### src/logic/dfc_pkg.sv
// Package for the two-channel flow controller: map, fields, codes
package dfc_pkg;
  localparam logic [7:0] DFC_OFF_CTRL = 8'h00;
  localparam logic [7:0] DFC_OFF_STAT = 8'h04;
  localparam logic [7:0] DFC_OFF_CHCTL = 8'h08;
  localparam logic [7:0] DFC_OFF_DESC0 = 8'h0c;
  localparam logic [7:0] DFC_OFF_DESC1 = 8'h10;
  localparam logic [7:0] DFC_OFF_CRC = 8'h14;
  // Control register fields
  localparam int DFC_CTL_EN = 0;
  localparam int DFC_CTL_ABTM = 1;
  localparam int DFC_CTL_PRIO_LO = 2;
  localparam int DFC_CTL_CRC_ENABLE_ALIAS = 4;
  localparam logic [7:0] DFC_CTL_RST = 8'h00;
  localparam logic [7:0] DFC_CTL_MASK = 8'h1f;
  // Channel control fields: abort bits and flag acknowledge bits
  localparam int DFC_CC_ABT0 = 0;
  localparam int DFC_CC_ABT1 = 4;
  localparam int DFC_CC_ACK0 = 1;
  localparam int DFC_CC_ACK1 = 5;
  // Status fields per channel c at base 4*c
  localparam int DFC_ST_BSY = 0;
  localparam int DFC_ST_EOF = 1;
  localparam int DFC_ST_SRDY = 2;
  localparam int DFC_ST_DRDY = 3;
  localparam int DFC_ST_STRIDE = 4;
  localparam logic [1:0] DFC_PRIO_EQ = 2'h0;
  localparam logic [1:0] DFC_PRIO_C0 = 2'h1;
  localparam logic [1:0] DFC_PRIO_C1 = 2'h2;
  localparam logic [3:0] DFC_ID_NULL = 4'hf;
  localparam logic [3:0] DFC_ID_LAST = 4'h8;
  localparam logic [3:0] DFC_EXP_MAX = 4'hd;
  localparam logic [2:0] DFC_DESC_LAST = 3'h4;
  localparam logic [15:0] DFC_CRC_POLY = 16'h8005;
  localparam logic [15:0] DFC_CRC_RST = 16'h0000;
  localparam logic [1:0] DFC_RESP_OK = 2'h0;
  localparam logic [1:0] DFC_RESP_SLVERR = 2'h2;
  // Per-channel peripheral selection carried to the data path
  typedef struct packed {
    logic [3:0] src;
    logic [3:0] dst;
  } dfc_sel_t;
  typedef struct packed {
    logic [7:0] data;
    logic valid;
  } dfc_byte_t;
endpackage

### src/logic/dfc_flow.sv
// Two-channel flow controller with CRC, null device, arbiter, abort
`timescale 1ns/100ps
module dfc_flow (
  input wire logic mclk_i,
  input wire logic rst_b_i,
  input wire logic [7:0] s_awaddr_i,
  input wire logic s_awvalid_i,
  output logic s_awready_o,
  input wire logic [31:0] s_wdata_i,
  input wire logic [3:0] s_wstrb_i,
  input wire logic s_wvalid_i,
  output logic s_wready_o,
  output logic [1:0] s_bresp_o,
  output logic s_bvalid_o,
  input wire logic s_bready_i,
  input wire logic [7:0] s_araddr_i,
  input wire logic s_arvalid_i,
  output logic s_arready_o,
  output logic [31:0] s_rdata_o,
  output logic [1:0] s_rresp_o,
  output logic s_rvalid_o,
  input wire logic s_rready_i,
  input wire logic [8:0] per_src_rdy_i,
  input wire logic [8:0] per_dst_rdy_i,
  input wire logic [7:0] [8:0] per_src_data_i,
  output dfc_pkg::dfc_sel_t [1:0] chan_sel_o,
  output logic [1:0] chan_take_o,
  output dfc_pkg::dfc_byte_t bus_byte_o,
  output logic [1:0] chan_eof_o
);
  import dfc_pkg::*;

  typedef enum logic [2:0] {
    DFC_ST_IDLE = 3'b001,
    DFC_ST_LOAD = 3'b010,
    DFC_ST_RUN = 3'b100
  } dfc_chst_t;

  logic aw_hold_q, w_hold_q;
  logic [7:0] aw_addr_q;
  logic [31:0] w_data_q;
  logic [3:0] w_strb_q;
  logic bvalid_q, rvalid_q;
  logic [1:0] bresp_q, rresp_q;
  logic [31:0] rdata_q;
  logic [7:0] ctrl_q;
  logic [15:0] crc_q;
  logic crc_wph_q, crc_rph_q;
  logic [7:0] crc_lo_buf_q;
  logic last_gnt_q;
  logic null_ph_q [2];
  logic [7:0] null_lo_q [2];
  dfc_chst_t st_q [2];
  logic [2:0] dix_q [2];
  logic [3:0] src_q [2], dst_q [2], exp_q [2];
  logic [15:0] size_q [2], rem_q [2];
  logic [13:0] bcnt_q [2];
  logic pend_q [2], busy_q [2], eof_q [2], rph_q [2];
  logic [1:0] take_q;
  dfc_byte_t byte_q;

  wire wr_go = aw_hold_q & w_hold_q & ~bvalid_q;
  wire rd_go = s_arvalid_i & ~rvalid_q;
  wire [7:0] wb = w_data_q[7:0];
  wire wr_lane0 = w_strb_q[0];
  wire wr_ctl = wr_go & wr_lane0 & (aw_addr_q == DFC_OFF_CTRL);
  wire wr_cc = wr_go & wr_lane0 & (aw_addr_q == DFC_OFF_CHCTL);
  wire wr_crc = wr_go & wr_lane0 & (aw_addr_q == DFC_OFF_CRC);
  wire rd_crc = rd_go & (s_araddr_i == DFC_OFF_CRC);
  wire wr_known = (aw_addr_q == DFC_OFF_CTRL) | (aw_addr_q == DFC_OFF_CHCTL)
    | (aw_addr_q == DFC_OFF_DESC0) | (aw_addr_q == DFC_OFF_DESC1)
    | (aw_addr_q == DFC_OFF_CRC);
  wire en = ctrl_q[DFC_CTL_EN];
  wire abtm = ctrl_q[DFC_CTL_ABTM];
  wire crc_enable_alias = ctrl_q[DFC_CTL_CRC_ENABLE_ALIAS];
  wire [1:0] prio = ctrl_q[DFC_CTL_PRIO_LO +: 2];
  wire crc_enable_alias_fall = wr_ctl & crc_enable_alias & ~wb[DFC_CTL_CRC_ENABLE_ALIAS];

  logic [1:0] srdy, drdy, want, gnt;
  logic [7:0] cbyte [2];
  logic [7:0] stat_w;
  logic [15:0] crc_next;

  // Ready and data selection per channel, with the null device
  for (genvar c = 0; c < 2; c++)
  begin : g_sel
    wire src_null = src_q[c] == DFC_ID_NULL;
    wire src_ok = src_q[c] <= DFC_ID_LAST;
    wire dst_null = dst_q[c] == DFC_ID_NULL;
    wire dst_ok = dst_q[c] <= DFC_ID_LAST;
    assign srdy[c] = src_null | (src_ok & per_src_rdy_i[src_q[c]]);
    assign drdy[c] = dst_null | (dst_ok & per_dst_rdy_i[dst_q[c]]);
    wire [7:0] per_byte;
    for (genvar b = 0; b < 8; b++)
    begin : g_bit
      assign per_byte[b] = per_src_data_i[b][src_ok ? src_q[c] : 4'h0];
    end
    assign cbyte[c] = src_null ? (null_ph_q[c] ? null_lo_q[c] : crc_q[15:8])
      : per_byte;
    // Moves only while running, enabled and both ends ready
    assign want[c] = en & (st_q[c] == DFC_ST_RUN) & srdy[c] & drdy[c];
    assign stat_w[c*DFC_ST_STRIDE +: DFC_ST_STRIDE] =
      {drdy[c], srdy[c], eof_q[c], busy_q[c]};
  end

  // Arbiter, re-evaluated every byte from the live priority field
  always_comb
  begin
    gnt = 2'b00;
    if (want == 2'b11)
    begin
      if (prio == DFC_PRIO_C0)
        gnt = 2'b01;
      else if (prio == DFC_PRIO_C1)
        gnt = 2'b10;
      else
        gnt = last_gnt_q ? 2'b01 : 2'b10;
    end
    else
      gnt = want;
  end

  // Bitwise CRC over one byte, MSB first, no inversion
  always_comb
  begin
    crc_next = crc_q;
    for (int i = 7; i >= 0; i--)
      crc_next = {crc_next[14:0], 1'b0}
        ^ ((crc_next[15] ^ cbyte[0][i]) ? DFC_CRC_POLY : 16'h0000);
  end

  // Bus slave handshake
  always_ff @(posedge mclk_i)
  begin
    if (!rst_b_i)
    begin
      aw_hold_q <= 1'b0;
      w_hold_q <= 1'b0;
      aw_addr_q <= 8'h00;
      w_data_q <= 32'h0000_0000;
      w_strb_q <= 4'h0;
      bvalid_q <= 1'b0;
      bresp_q <= DFC_RESP_OK;
    end
    else
    begin
      if (s_awvalid_i & ~aw_hold_q)
      begin
        aw_hold_q <= 1'b1;
        aw_addr_q <= {s_awaddr_i[7:2], 2'b00};
      end
      if (s_wvalid_i & ~w_hold_q)
      begin
        w_hold_q <= 1'b1;
        w_data_q <= s_wdata_i;
        w_strb_q <= s_wstrb_i;
      end
      if (wr_go)
      begin
        aw_hold_q <= 1'b0;
        w_hold_q <= 1'b0;
        bvalid_q <= 1'b1;
        bresp_q <= wr_known ? DFC_RESP_OK : DFC_RESP_SLVERR;
      end
      else if (bvalid_q & s_bready_i)
        bvalid_q <= 1'b0;
    end
  end

  logic [7:0] rd_byte;
  logic rd_known;
  always_comb
  begin
    rd_known = 1'b1;
    rd_byte = 8'h00;
    case (s_araddr_i[7:2])
      DFC_OFF_CTRL[7:2]: rd_byte = ctrl_q;
      DFC_OFF_STAT[7:2]: rd_byte = stat_w;
      DFC_OFF_CHCTL[7:2]: rd_byte = 8'h00;
      DFC_OFF_DESC0[7:2]: rd_byte = rph_q[0] ? rem_q[0][7:0] : rem_q[0][15:8];
      DFC_OFF_DESC1[7:2]: rd_byte = rph_q[1] ? rem_q[1][7:0] : rem_q[1][15:8];
      DFC_OFF_CRC[7:2]: rd_byte = crc_rph_q ? crc_lo_buf_q : crc_q[15:8];
      default: rd_known = 1'b0;
    endcase
  end

  always_ff @(posedge mclk_i)
  begin
    if (!rst_b_i)
    begin
      rvalid_q <= 1'b0;
      rdata_q <= 32'h0000_0000;
      rresp_q <= DFC_RESP_OK;
    end
    else if (rd_go)
    begin
      rvalid_q <= 1'b1;
      rdata_q <= {24'h000000, rd_byte};
      rresp_q <= rd_known ? DFC_RESP_OK : DFC_RESP_SLVERR;
    end
    else if (rvalid_q & s_rready_i)
      rvalid_q <= 1'b0;
  end

  // Control register, CRC accumulator and its byte sequencing
  always_ff @(posedge mclk_i)
  begin
    if (!rst_b_i)
    begin
      ctrl_q <= DFC_CTL_RST;
      crc_q <= DFC_CRC_RST;
      crc_wph_q <= 1'b0;
      crc_rph_q <= 1'b0;
      crc_lo_buf_q <= 8'h00;
      last_gnt_q <= 1'b0;
    end
    else
    begin
      if (wr_ctl)
        ctrl_q <= wb & DFC_CTL_MASK;
      if (gnt != 2'b00)
        last_gnt_q <= gnt[1];
      if (wr_crc)
      begin
        crc_wph_q <= ~crc_wph_q;
        if (crc_wph_q)
          crc_q[7:0] <= wb;
        else
          crc_q[15:8] <= wb;
      end
      else if (gnt[0] & crc_enable_alias)
        crc_q <= crc_next;
      // High byte read latches low byte so the pair is coherent
      if (rd_crc)
      begin
        crc_rph_q <= ~crc_rph_q;
        if (!crc_rph_q)
          crc_lo_buf_q <= crc_q[7:0];
      end
      if (crc_enable_alias_fall)
      begin
        crc_wph_q <= 1'b0;
        crc_rph_q <= 1'b0;
      end
    end
  end

  // Per-channel descriptor loading, transfer counting and abort
  for (genvar c = 0; c < 2; c++)
  begin : g_ch
    localparam logic [7:0] DOFF = c ? DFC_OFF_DESC1 : DFC_OFF_DESC0;
    localparam int ABT = c ? DFC_CC_ABT1 : DFC_CC_ABT0;
    localparam int ACK = c ? DFC_CC_ACK1 : DFC_CC_ACK0;
    wire wr_d = wr_go & wr_lane0 & (aw_addr_q == DOFF);
    wire rd_d = rd_go & (s_araddr_i == DOFF);
    wire abt = wr_cc & wb[ABT];
    wire ack = wr_cc & wb[ACK];
    wire [3:0] e = (exp_q[c] > DFC_EXP_MAX) ? DFC_EXP_MAX : exp_q[c];
    wire [13:0] plast = 14'((15'h0001 << e) - 15'h0001);
    wire pkt_end = bcnt_q[c] == plast;
    wire flow_end = pkt_end & (size_q[c] != 16'h0000)
      & (rem_q[c] == 16'h0001);
    wire stop_now = pend_q[c] & (~abtm | pkt_end);
    always_ff @(posedge mclk_i)
    begin
      if (!rst_b_i)
      begin
        st_q[c] <= DFC_ST_IDLE;
        dix_q[c] <= 3'h0;
        src_q[c] <= 4'h0;
        dst_q[c] <= 4'h0;
        exp_q[c] <= 4'h0;
        size_q[c] <= 16'h0000;
        rem_q[c] <= 16'h0000;
        bcnt_q[c] <= 14'h0000;
        pend_q[c] <= 1'b0;
        busy_q[c] <= 1'b0;
        eof_q[c] <= 1'b0;
        rph_q[c] <= 1'b0;
        null_ph_q[c] <= 1'b0;
        null_lo_q[c] <= 8'h00;
      end
      else
      begin
        if (rd_d)
          rph_q[c] <= ~rph_q[c];
        // Set wins over acknowledge in the same cycle
        if (ack)
          eof_q[c] <= 1'b0;
        case (st_q[c])
          DFC_ST_IDLE, DFC_ST_LOAD:
          begin
            if (abt)
            begin
              st_q[c] <= DFC_ST_IDLE;
              dix_q[c] <= 3'h0;
              src_q[c] <= 4'h0;
              dst_q[c] <= 4'h0;
              exp_q[c] <= 4'h0;
              size_q[c] <= 16'h0000;
            end
            else if (wr_d)
            begin
              case (dix_q[c])
                3'h0: src_q[c] <= wb[3:0];
                3'h1: dst_q[c] <= wb[3:0];
                3'h2: exp_q[c] <= wb[3:0];
                3'h3: size_q[c][15:8] <= wb;
                default: size_q[c][7:0] <= wb;
              endcase
              if (dix_q[c] == DFC_DESC_LAST)
              begin
                st_q[c] <= DFC_ST_RUN;
                dix_q[c] <= 3'h0;
                busy_q[c] <= 1'b1;
                rem_q[c] <= {size_q[c][15:8], wb};
                bcnt_q[c] <= 14'h0000;
                null_ph_q[c] <= 1'b0;
                rph_q[c] <= 1'b0;
              end
              else
              begin
                st_q[c] <= DFC_ST_LOAD;
                dix_q[c] <= dix_q[c] + 3'h1;
              end
            end
          end
          DFC_ST_RUN:
          begin
            if (abt)
              pend_q[c] <= 1'b1;
            if (gnt[c])
            begin
              null_ph_q[c] <= ~null_ph_q[c];
              // Low half kept so the CRC update cannot change it mid-pair
              if (!null_ph_q[c])
                null_lo_q[c] <= crc_q[7:0];
              bcnt_q[c] <= pkt_end ? 14'h0000 : bcnt_q[c] + 14'h0001;
              if (pkt_end)
                rem_q[c] <= rem_q[c] - 16'h0001;
              if (flow_end | stop_now)
              begin
                st_q[c] <= DFC_ST_IDLE;
                busy_q[c] <= 1'b0;
                eof_q[c] <= 1'b1;
                pend_q[c] <= 1'b0;
              end
            end
            else if (stop_now & ~abtm)
            begin
              st_q[c] <= DFC_ST_IDLE;
              busy_q[c] <= 1'b0;
              eof_q[c] <= 1'b1;
              pend_q[c] <= 1'b0;
            end
          end
          default: st_q[c] <= DFC_ST_IDLE;
        endcase
      end
    end
    assign chan_sel_o[c] = '{src: src_q[c], dst: dst_q[c]};
    assign chan_eof_o[c] = eof_q[c];
  end

  always_ff @(posedge mclk_i)
  begin
    if (!rst_b_i)
    begin
      take_q <= 2'b00;
      byte_q <= '0;
    end
    else
    begin
      take_q <= gnt;
      byte_q.valid <= gnt != 2'b00;
      byte_q.data <= gnt[1] ? cbyte[1] : cbyte[0];
    end
  end

  assign s_awready_o = ~aw_hold_q;
  assign s_wready_o = ~w_hold_q;
  assign s_bvalid_o = bvalid_q;
  assign s_bresp_o = bresp_q;
  assign s_arready_o = ~rvalid_q;
  assign s_rvalid_o = rvalid_q;
  assign s_rdata_o = rdata_q;
  assign s_rresp_o = rresp_q;
  assign chan_take_o = take_q;
  assign bus_byte_o = byte_q;

  // Checks
  property p_busy_eof;
    @(posedge mclk_i) disable iff (!rst_b_i)
      $fell(busy_q[0]) |-> eof_q[0];
  endproperty
  a_busy_eof: assert property (p_busy_eof)
    else $error("busy fell without end-of-flow");
  property p_crc_ch1;
    @(posedge mclk_i) disable iff (!rst_b_i)
      (gnt == 2'b10) && !wr_crc |=> $stable(crc_q);
  endproperty
  a_crc_ch1: assert property (p_crc_ch1)
    else $error("crc moved on channel 1 traffic");
  property p_prio0;
    @(posedge mclk_i) disable iff (!rst_b_i)
      (want == 2'b11) && (prio == DFC_PRIO_C0) |-> gnt == 2'b01;
  endproperty
  a_prio0: assert property (p_prio0)
    else $error("favoured channel lost");
  property p_alt;
    @(posedge mclk_i) disable iff (!rst_b_i)
      (want == 2'b11) && (prio == DFC_PRIO_EQ) |-> gnt[0] == last_gnt_q;
  endproperty
  a_alt: assert property (p_alt)
    else $error("equal priority did not alternate");
  property p_grant_ready;
    @(posedge mclk_i) disable iff (!rst_b_i)
      gnt[1] |-> srdy[1] && drdy[1] && busy_q[1];
  endproperty
  a_grant_ready: assert property (p_grant_ready)
    else $error("grant without both ends ready");
  property p_imm_abort;
    @(posedge mclk_i) disable iff (!rst_b_i)
      pend_q[1] && !abtm |=> !busy_q[1];
  endproperty
  a_imm_abort: assert property (p_imm_abort)
    else $error("immediate abort did not stop");
  wire abt_w0 = wr_cc & wb[DFC_CC_ABT0];
  property p_load_abort;
    @(posedge mclk_i) disable iff (!rst_b_i)
      (st_q[0] == DFC_ST_LOAD) && abt_w0 && !eof_q[0] |=> !eof_q[0]
        && !busy_q[0] && dix_q[0] == 3'h0;
  endproperty
  a_load_abort: assert property (p_load_abort)
    else $error("descriptor abort misbehaved");
  property p_crc_reset;
    @(posedge mclk_i) !rst_b_i |=> crc_q == DFC_CRC_RST;
  endproperty
  a_crc_reset: assert property (p_crc_reset)
    else $error("crc not zero after reset");
endmodule

### config.mk
export PLATFORM = sky130hd
export DESIGN_NAME = dfc_flow
export DESIGN_NICKNAME = d
export VERILOG_FILES = /design/src/logic/dfc_pkg.sv /design/src/logic/dfc_flow.sv
export SDC_FILE = /design/constraint.sdc
export NUM_CORES = 1
export LEC_CHECK = 0
export BUFFER_PORTS_ARGS = -buffer_cell sky130_fd_sc_hd__clkbuf_2
export CORE_MARGIN = 3
export CORE_UTILIZATION = 55
export DETAILED_ROUTE_END_ITERATION = 7
export PLACE_DENSITY = 0.78
export RECOVER_POWER = 100
export SLEW_MARGIN = 10
export SYNTH_ARGS = -nofsm -noshare
export SYNTH_HDL_FRONTEND = slang
export SYNTH_SLANG_ARGS = --single-unit
### constraint.sdc
create_clock -name mclk_i -period 6 [get_ports mclk_i]
set_input_delay 1.2 -clock mclk_i [delete_from_list [all_inputs] [get_ports mclk_i]]
set_output_delay 1.2 -clock mclk_i [all_outputs]
set_load 0.03 [all_outputs]
Word level (Yosys, flattened, before mapping):

Memories as Yosys holds them, arrays and structs flattened.
Index checks and enable logic that the tools add are counted.

* memories kept: 14
* bits in writable memories: 154
* input bits: 149
* bits in registers: 74
* word-level logic and storage cells: 586
* output and inout bits: 70

* add/subtract/negate cells: 8
* equality and inequality tests: 39
* order comparisons: 12
* reductions and logical operators: 22
* bitwise logic cells: 154
* shift operators: 2
* muxes and demuxes: 315

Memories
* rem_q: depth 2, bits a word 16, read ports 2, clocked after memory_dff 0, write ports 2, line dfc_flow.sv:56 `logic [15:0] size_q [2], rem_q [2];`
* size_q: depth 2, bits a word 16, read ports 2, clocked after memory_dff 0, write ports 2, line dfc_flow.sv:56
* bcnt_q: depth 2, bits a word 14, read ports 2, clocked after memory_dff 0, write ports 2, line dfc_flow.sv:57 `logic [13:0] bcnt_q [2];`
* null_lo_q: depth 2, bits a word 8, read ports 2, clocked after memory_dff 0, write ports 2, line dfc_flow.sv:52 `logic [7:0] null_lo_q [2];`
* dst_q: depth 2, bits a word 4, read ports 2, clocked after memory_dff 0, write ports 2, line dfc_flow.sv:55 `logic [3:0] src_q [2], dst_q [2], exp_q [2];`
* exp_q: depth 2, bits a word 4, read ports 2, clocked after memory_dff 0, write ports 2, line dfc_flow.sv:55
* +8 memories

Operators by type and width (number)
* $mux 16: 16
* $mux 1: 216
* $mux 8: 16
* $xor 16x16->16: 8
* $mux 14: 6
* $or 1x1->1: 84
* $bmux 1 s4: 20
* $mux 4: 16
* $mux 3: 18
* $and 1x1->1: 41
* $pmux 8 s5: 1
* $eq 16x1->1 const B: 2
* $reduce_bool 16->1: 2
* $sub 16x1->16 const B: 2
* $lt 4x5->1 const B: 6
* $add 14x1->14 const B: 2
* $eq 14x14->1: 2
* $shl 1x4->14 const A: 2
* $sub 14x1->14 const B: 2
* $eq 6x2->1 const B: 4
* $eq 6x3->1 const B: 4
* $eq 3x2->1 const B: 6
* $eq 4x4->1 const B: 4
* $eq 8x5->1 const B: 2
* 22 further kinds: 70

Longest topological paths before layout:

An unclocked memory read counts as a cell.

* word-level depth: 32
* depth in mapped cells: 13
* mapped depth without buffers: 12

Worst setup path before layout:

OpenSTA, ideal clock, no wires.

* path kind: input to register
* from: input port per_dst_rdy_i[7]
* to: memory rem_q[1][0] (enable)
* library setup time: 0.375 ns
* stages on the path: 9
* data required time: 5.625 ns
* path buffers: 2
* setup slack: 2.139 ns
* arrival: 3.486 ns
* cell sequence: mux4_2 mux2_2 o21a_1 and3_1 a211o_1 buf_2 nand3b_4 clkbuf_1 nand3_1

RTL lines
* start: declaration: line dfc_flow.sv:24 `input wire logic [8:0] per_dst_rdy_i,`
* end: declaration: line dfc_flow.sv:56

==> flow_metrics.py <==
metrics = {
    "outcome": {
        "status": "finished, violations left",
        "violations": "capacitance limit, slew limit",
    },
    "clocking": {
        "clock_latency_ps": 530,
        "ctsHtreeMaxLevel": 1,
        "clk_pin_slew_ps": 60,
        "cts_num_sinks": 226,
        "hold_buffers": 0,
        "post_cts_buffers": 0,
        "clockBufferDepth": 3,
        "cts_inserted_buffers": 25,
        "tritoncts": "yes",
        "cts-resized-gates": 0,
        "ctsRootBufferMaster": "clkbuf_16",
    },
    "timing": {
        "timing.final.hold_violations": 0,
        "skew_ps": 23.9,
        "period_share_pct": 83.0,
        "tightest_slew_ps": 1620,
        "hold_ws_ps": 486,
        "grt_setup_unrepaired": "false",
        "report.final.slew_viol_count": 42,
        "max_slew_margin_pct": -8.10,
        "finalSetupViolCount": 0,
        "fmax_mhz": 201,
        "post-route-min-period_ps": 4980,
        "tns_ps": 0,
    },
    "critical_path": {
        "worst_path_most_repeated_cell": "xor2_1",
        "cp_slowest_cell": "nor4b_1",
        "arrival_ps": 5370,
        "cp-end-kind": "flip-flop",
        "crit_path_max_fanout": 41,
        "path_cells": "clkbuf_1 -> nor4b_1 -> a21oi_1 -> a31o_2 -> or2_0 -> a22o_1 -> xor2_1 -> xnor3_1 -> xor2_1 -> a41oi_2",
        "max_stage_delay_ps": 1220,
        "start_kind": "flip-flop",
        "cp_data_required_time_ps": 6390,
        "critPathKind": "flip-flop to flip-flop",
    },
    "power_and_ir_drop": {
        "vdd_drop_max_v": 0.000215,
        "p_leak_nw": 5.77,
        "p_seq_share_pct": 48.0,
        "cellPowerDensity_mw_per_mm2": 239,
        "clkPwrFrac_pct": 40.0,
        "netSwitchingPower_mw": 0.964,
        "p_comb_share_pct": 12.0,
        "internal-power_mw": 2.74,
        "switching_share_pct": 26.0,
    },
    "final_layout": {
        "fin_cells": 1921,
        "fin_util_pct": 63.0,
        "diodes": 0,
        "drive_gt1_share_pct": 13.8,
        "areaGrowthSynthToFinish_pct": 11.0,
        "fin_nets": 1745,
    },
    "placed_design": {
        "dp_hpwl_mm": 28.1,
        "gp_congestion": 0.928,
        "place_inst": 1875,
        "portBuffers": 163,
    },
    "floorplan": {
        "fp.dieW_um": 165,
        "die-height_um": 165,
        "start_util_pct": 56.7,
        "pin_count": 219,
        "rows": 57,
        "dieArea_mm2": 0.0273,
        "core_area_mm2": 0.0246,
    },
    "logic_synthesis": {
        "synth_top_cell_by_area": "edfxtp_1",
        "ys.flop_type": "edfxtp_1",
        "avgSynthCellArea_um2": 9.52,
        "synth_cell_types": 85,
        "ys_warn_count": 0,
        "netlist.area_leader.share_pct": 32.1,
        "synth_area_mm2": 0.0140,
        "syn_inst": 1466,
        "synth-edff-count": 149,
        "ys_async_sr_fraction_pct": 0,
        "synthTopCellsByArea": "edfxtp_1, dfxtp_1, mux2i_1",
        "ys_seq_elements": 226,
        "yosysSeqAreaShare_pct": 43.1,
    },
    "detailed_routing": {
        "first_iter_violations": 1433,
        "drc_errors": 0,
        "via_count": 11763,
        "wirelength_mm": 37.9,
        "post_drt_wl_per_cell_um": 19.7,
        "firstDrtPassIters": 6,
        "vias_per_cell": 6.12,
        "ant_nets": 0,
    },
    "global_routing": {
        "grt_max_degree": 42,
        "antenna_found_initial": 0,
        "grt-ovfl-total": 0,
        "grt_first_pass_wirelength_mm": 58.9,
        "track_usage_pct": 27.1,
        "grt_pass1_vias": 11277,
    },
    "flow_run": {
        "max_cap_violations": 1,
    },
    "worst_hold_path": {
        "hold_path.class": "flip-flop to flip-flop",
    },
}
-- critical path: cells and delay by family, from the launching register on --
kind | cells | cell delay (ps)
compound gates | 4 | 790
xor+xnor | 3 | 1050
buf+inv | 1 | 1170
flops | 1 | 340
simple gates | 2 | 1450
-- cell usage after synthesis, types with 14 or more instances --
master,instances
nor2b_1,19
mux4_2,25
nor4_1,21
nor3b_1,17
buf_4,28
and3_1,49
dfxtp_1,77
buf_2,14
a21oi_1,54
nor3_1,35
inv_1,44
a211oi_1,26
ha_1,18
nand2b_1,20
mux2i_1,61
nand2_1,158
a31oi_1,17
clkbuf_1,58
xnor2_1,48
edfxtp_1,149
nand3_1,45
o21ai_0,93
and2_1,29
mux2_2,16
xor2_1,32
nor2_1,138
-- layer usage --
metal | vias to the layer above | global-route usage, % | share of wire, %
li1 | 5547 | - | -
met1 | 5536 | 36.3 | 41
met2 | 588 | 44.7 | 46
met3 | 92 | 4.34 | 9.2
met4 | 0 | 10.2 | 3.8
met5 | - | 0 | 0
-- registers in the layout, summed over array words and instances (netlist names), 9 cells and up --
| signal | count |
|---|---|
| size_q | 32 |
| rem_q | 32 |
| bcnt_q | 28 |
| crc_q | 16 |
| bus_byte_o | 9 |
| null_lo_q | 16 |
-- path summary, 6_finish.rpt --
path                    start    endpoint  slack [ps]  cells after the start
setup / recovery  src_q[0][3]    crc_q[1]        1020                     10
hold / removal     last_gnt_q  last_gnt_q         490                      2
setup reg to reg  src_q[0][3]    crc_q[1]        1020                     10
hold reg to reg    last_gnt_q  last_gnt_q         490                      2
-- cells by family after synthesis --
| family | after synthesis | share of synthesized area [%] |
|---|---|---|
| buffers and inverters | 158 | 5.23 |
| AOI/OAI and AO/OA | 293 | 13.8 |
| DFF | 226 | 43.1 |
| muxes | 103 | 9.81 |
| other | 1 | 0.0269 |
| adders and majority gates | 19 | 1.69 |
| xor gates and xnor gates | 83 | 5.42 |
| and+or+nand+nor | 583 | 20.9 |
-- cell usage in the layout (no fill, tap or decap), types with 33 or more instances in the layout --
cell type and count:
a21oi_1 54, nor3_1 35, edfxtp_1 149, dfxtp_1 77
inv_1 45, clkbuf_1 55, xor2_1 33, and3_1 49
nand3_1 45, xnor2_1 48, o21ai_0 93, mux2i_1 61
nand2_1 158, clkbuf_2 118, nor2_1 138
-- area by class of cell --
type / instances / area [um2]
Sequential cell: 226 / 6020
Clock inverter: 9 / 56.3
Timing Repair Buffer: 172 / 812
Tap cell: 324 / 405
Clock buffer: 37 / 742
Inverter: 46 / 173
Fill cell: 2062 / 9110
Multi-Input combinational cell: 1107 / 7290
-- metrics by stage --
step	setup slack (ps)	area [um2]	power [mW]
after floorplan	2140	14100	2.11
after global placement	1390	14800	2.24
after detailed placement	1280	14800	2.25
after CTS	1680	15600	3.72
after global routing	738	15500	3.84
final	1020	15500	3.70
-- power by group through the flow --
stage	combinational [mW]	clock [mW]	sequential (mW)
after global routing	0.484	1.57	1.78
final	0.446	1.48	1.78
after CTS	0.448	1.50	1.78
after detailed placement	0.444	0	1.81
after floorplan	0.313	0	1.80
after global placement	0.436	0	1.81
(Power assumes the default switching activity.)
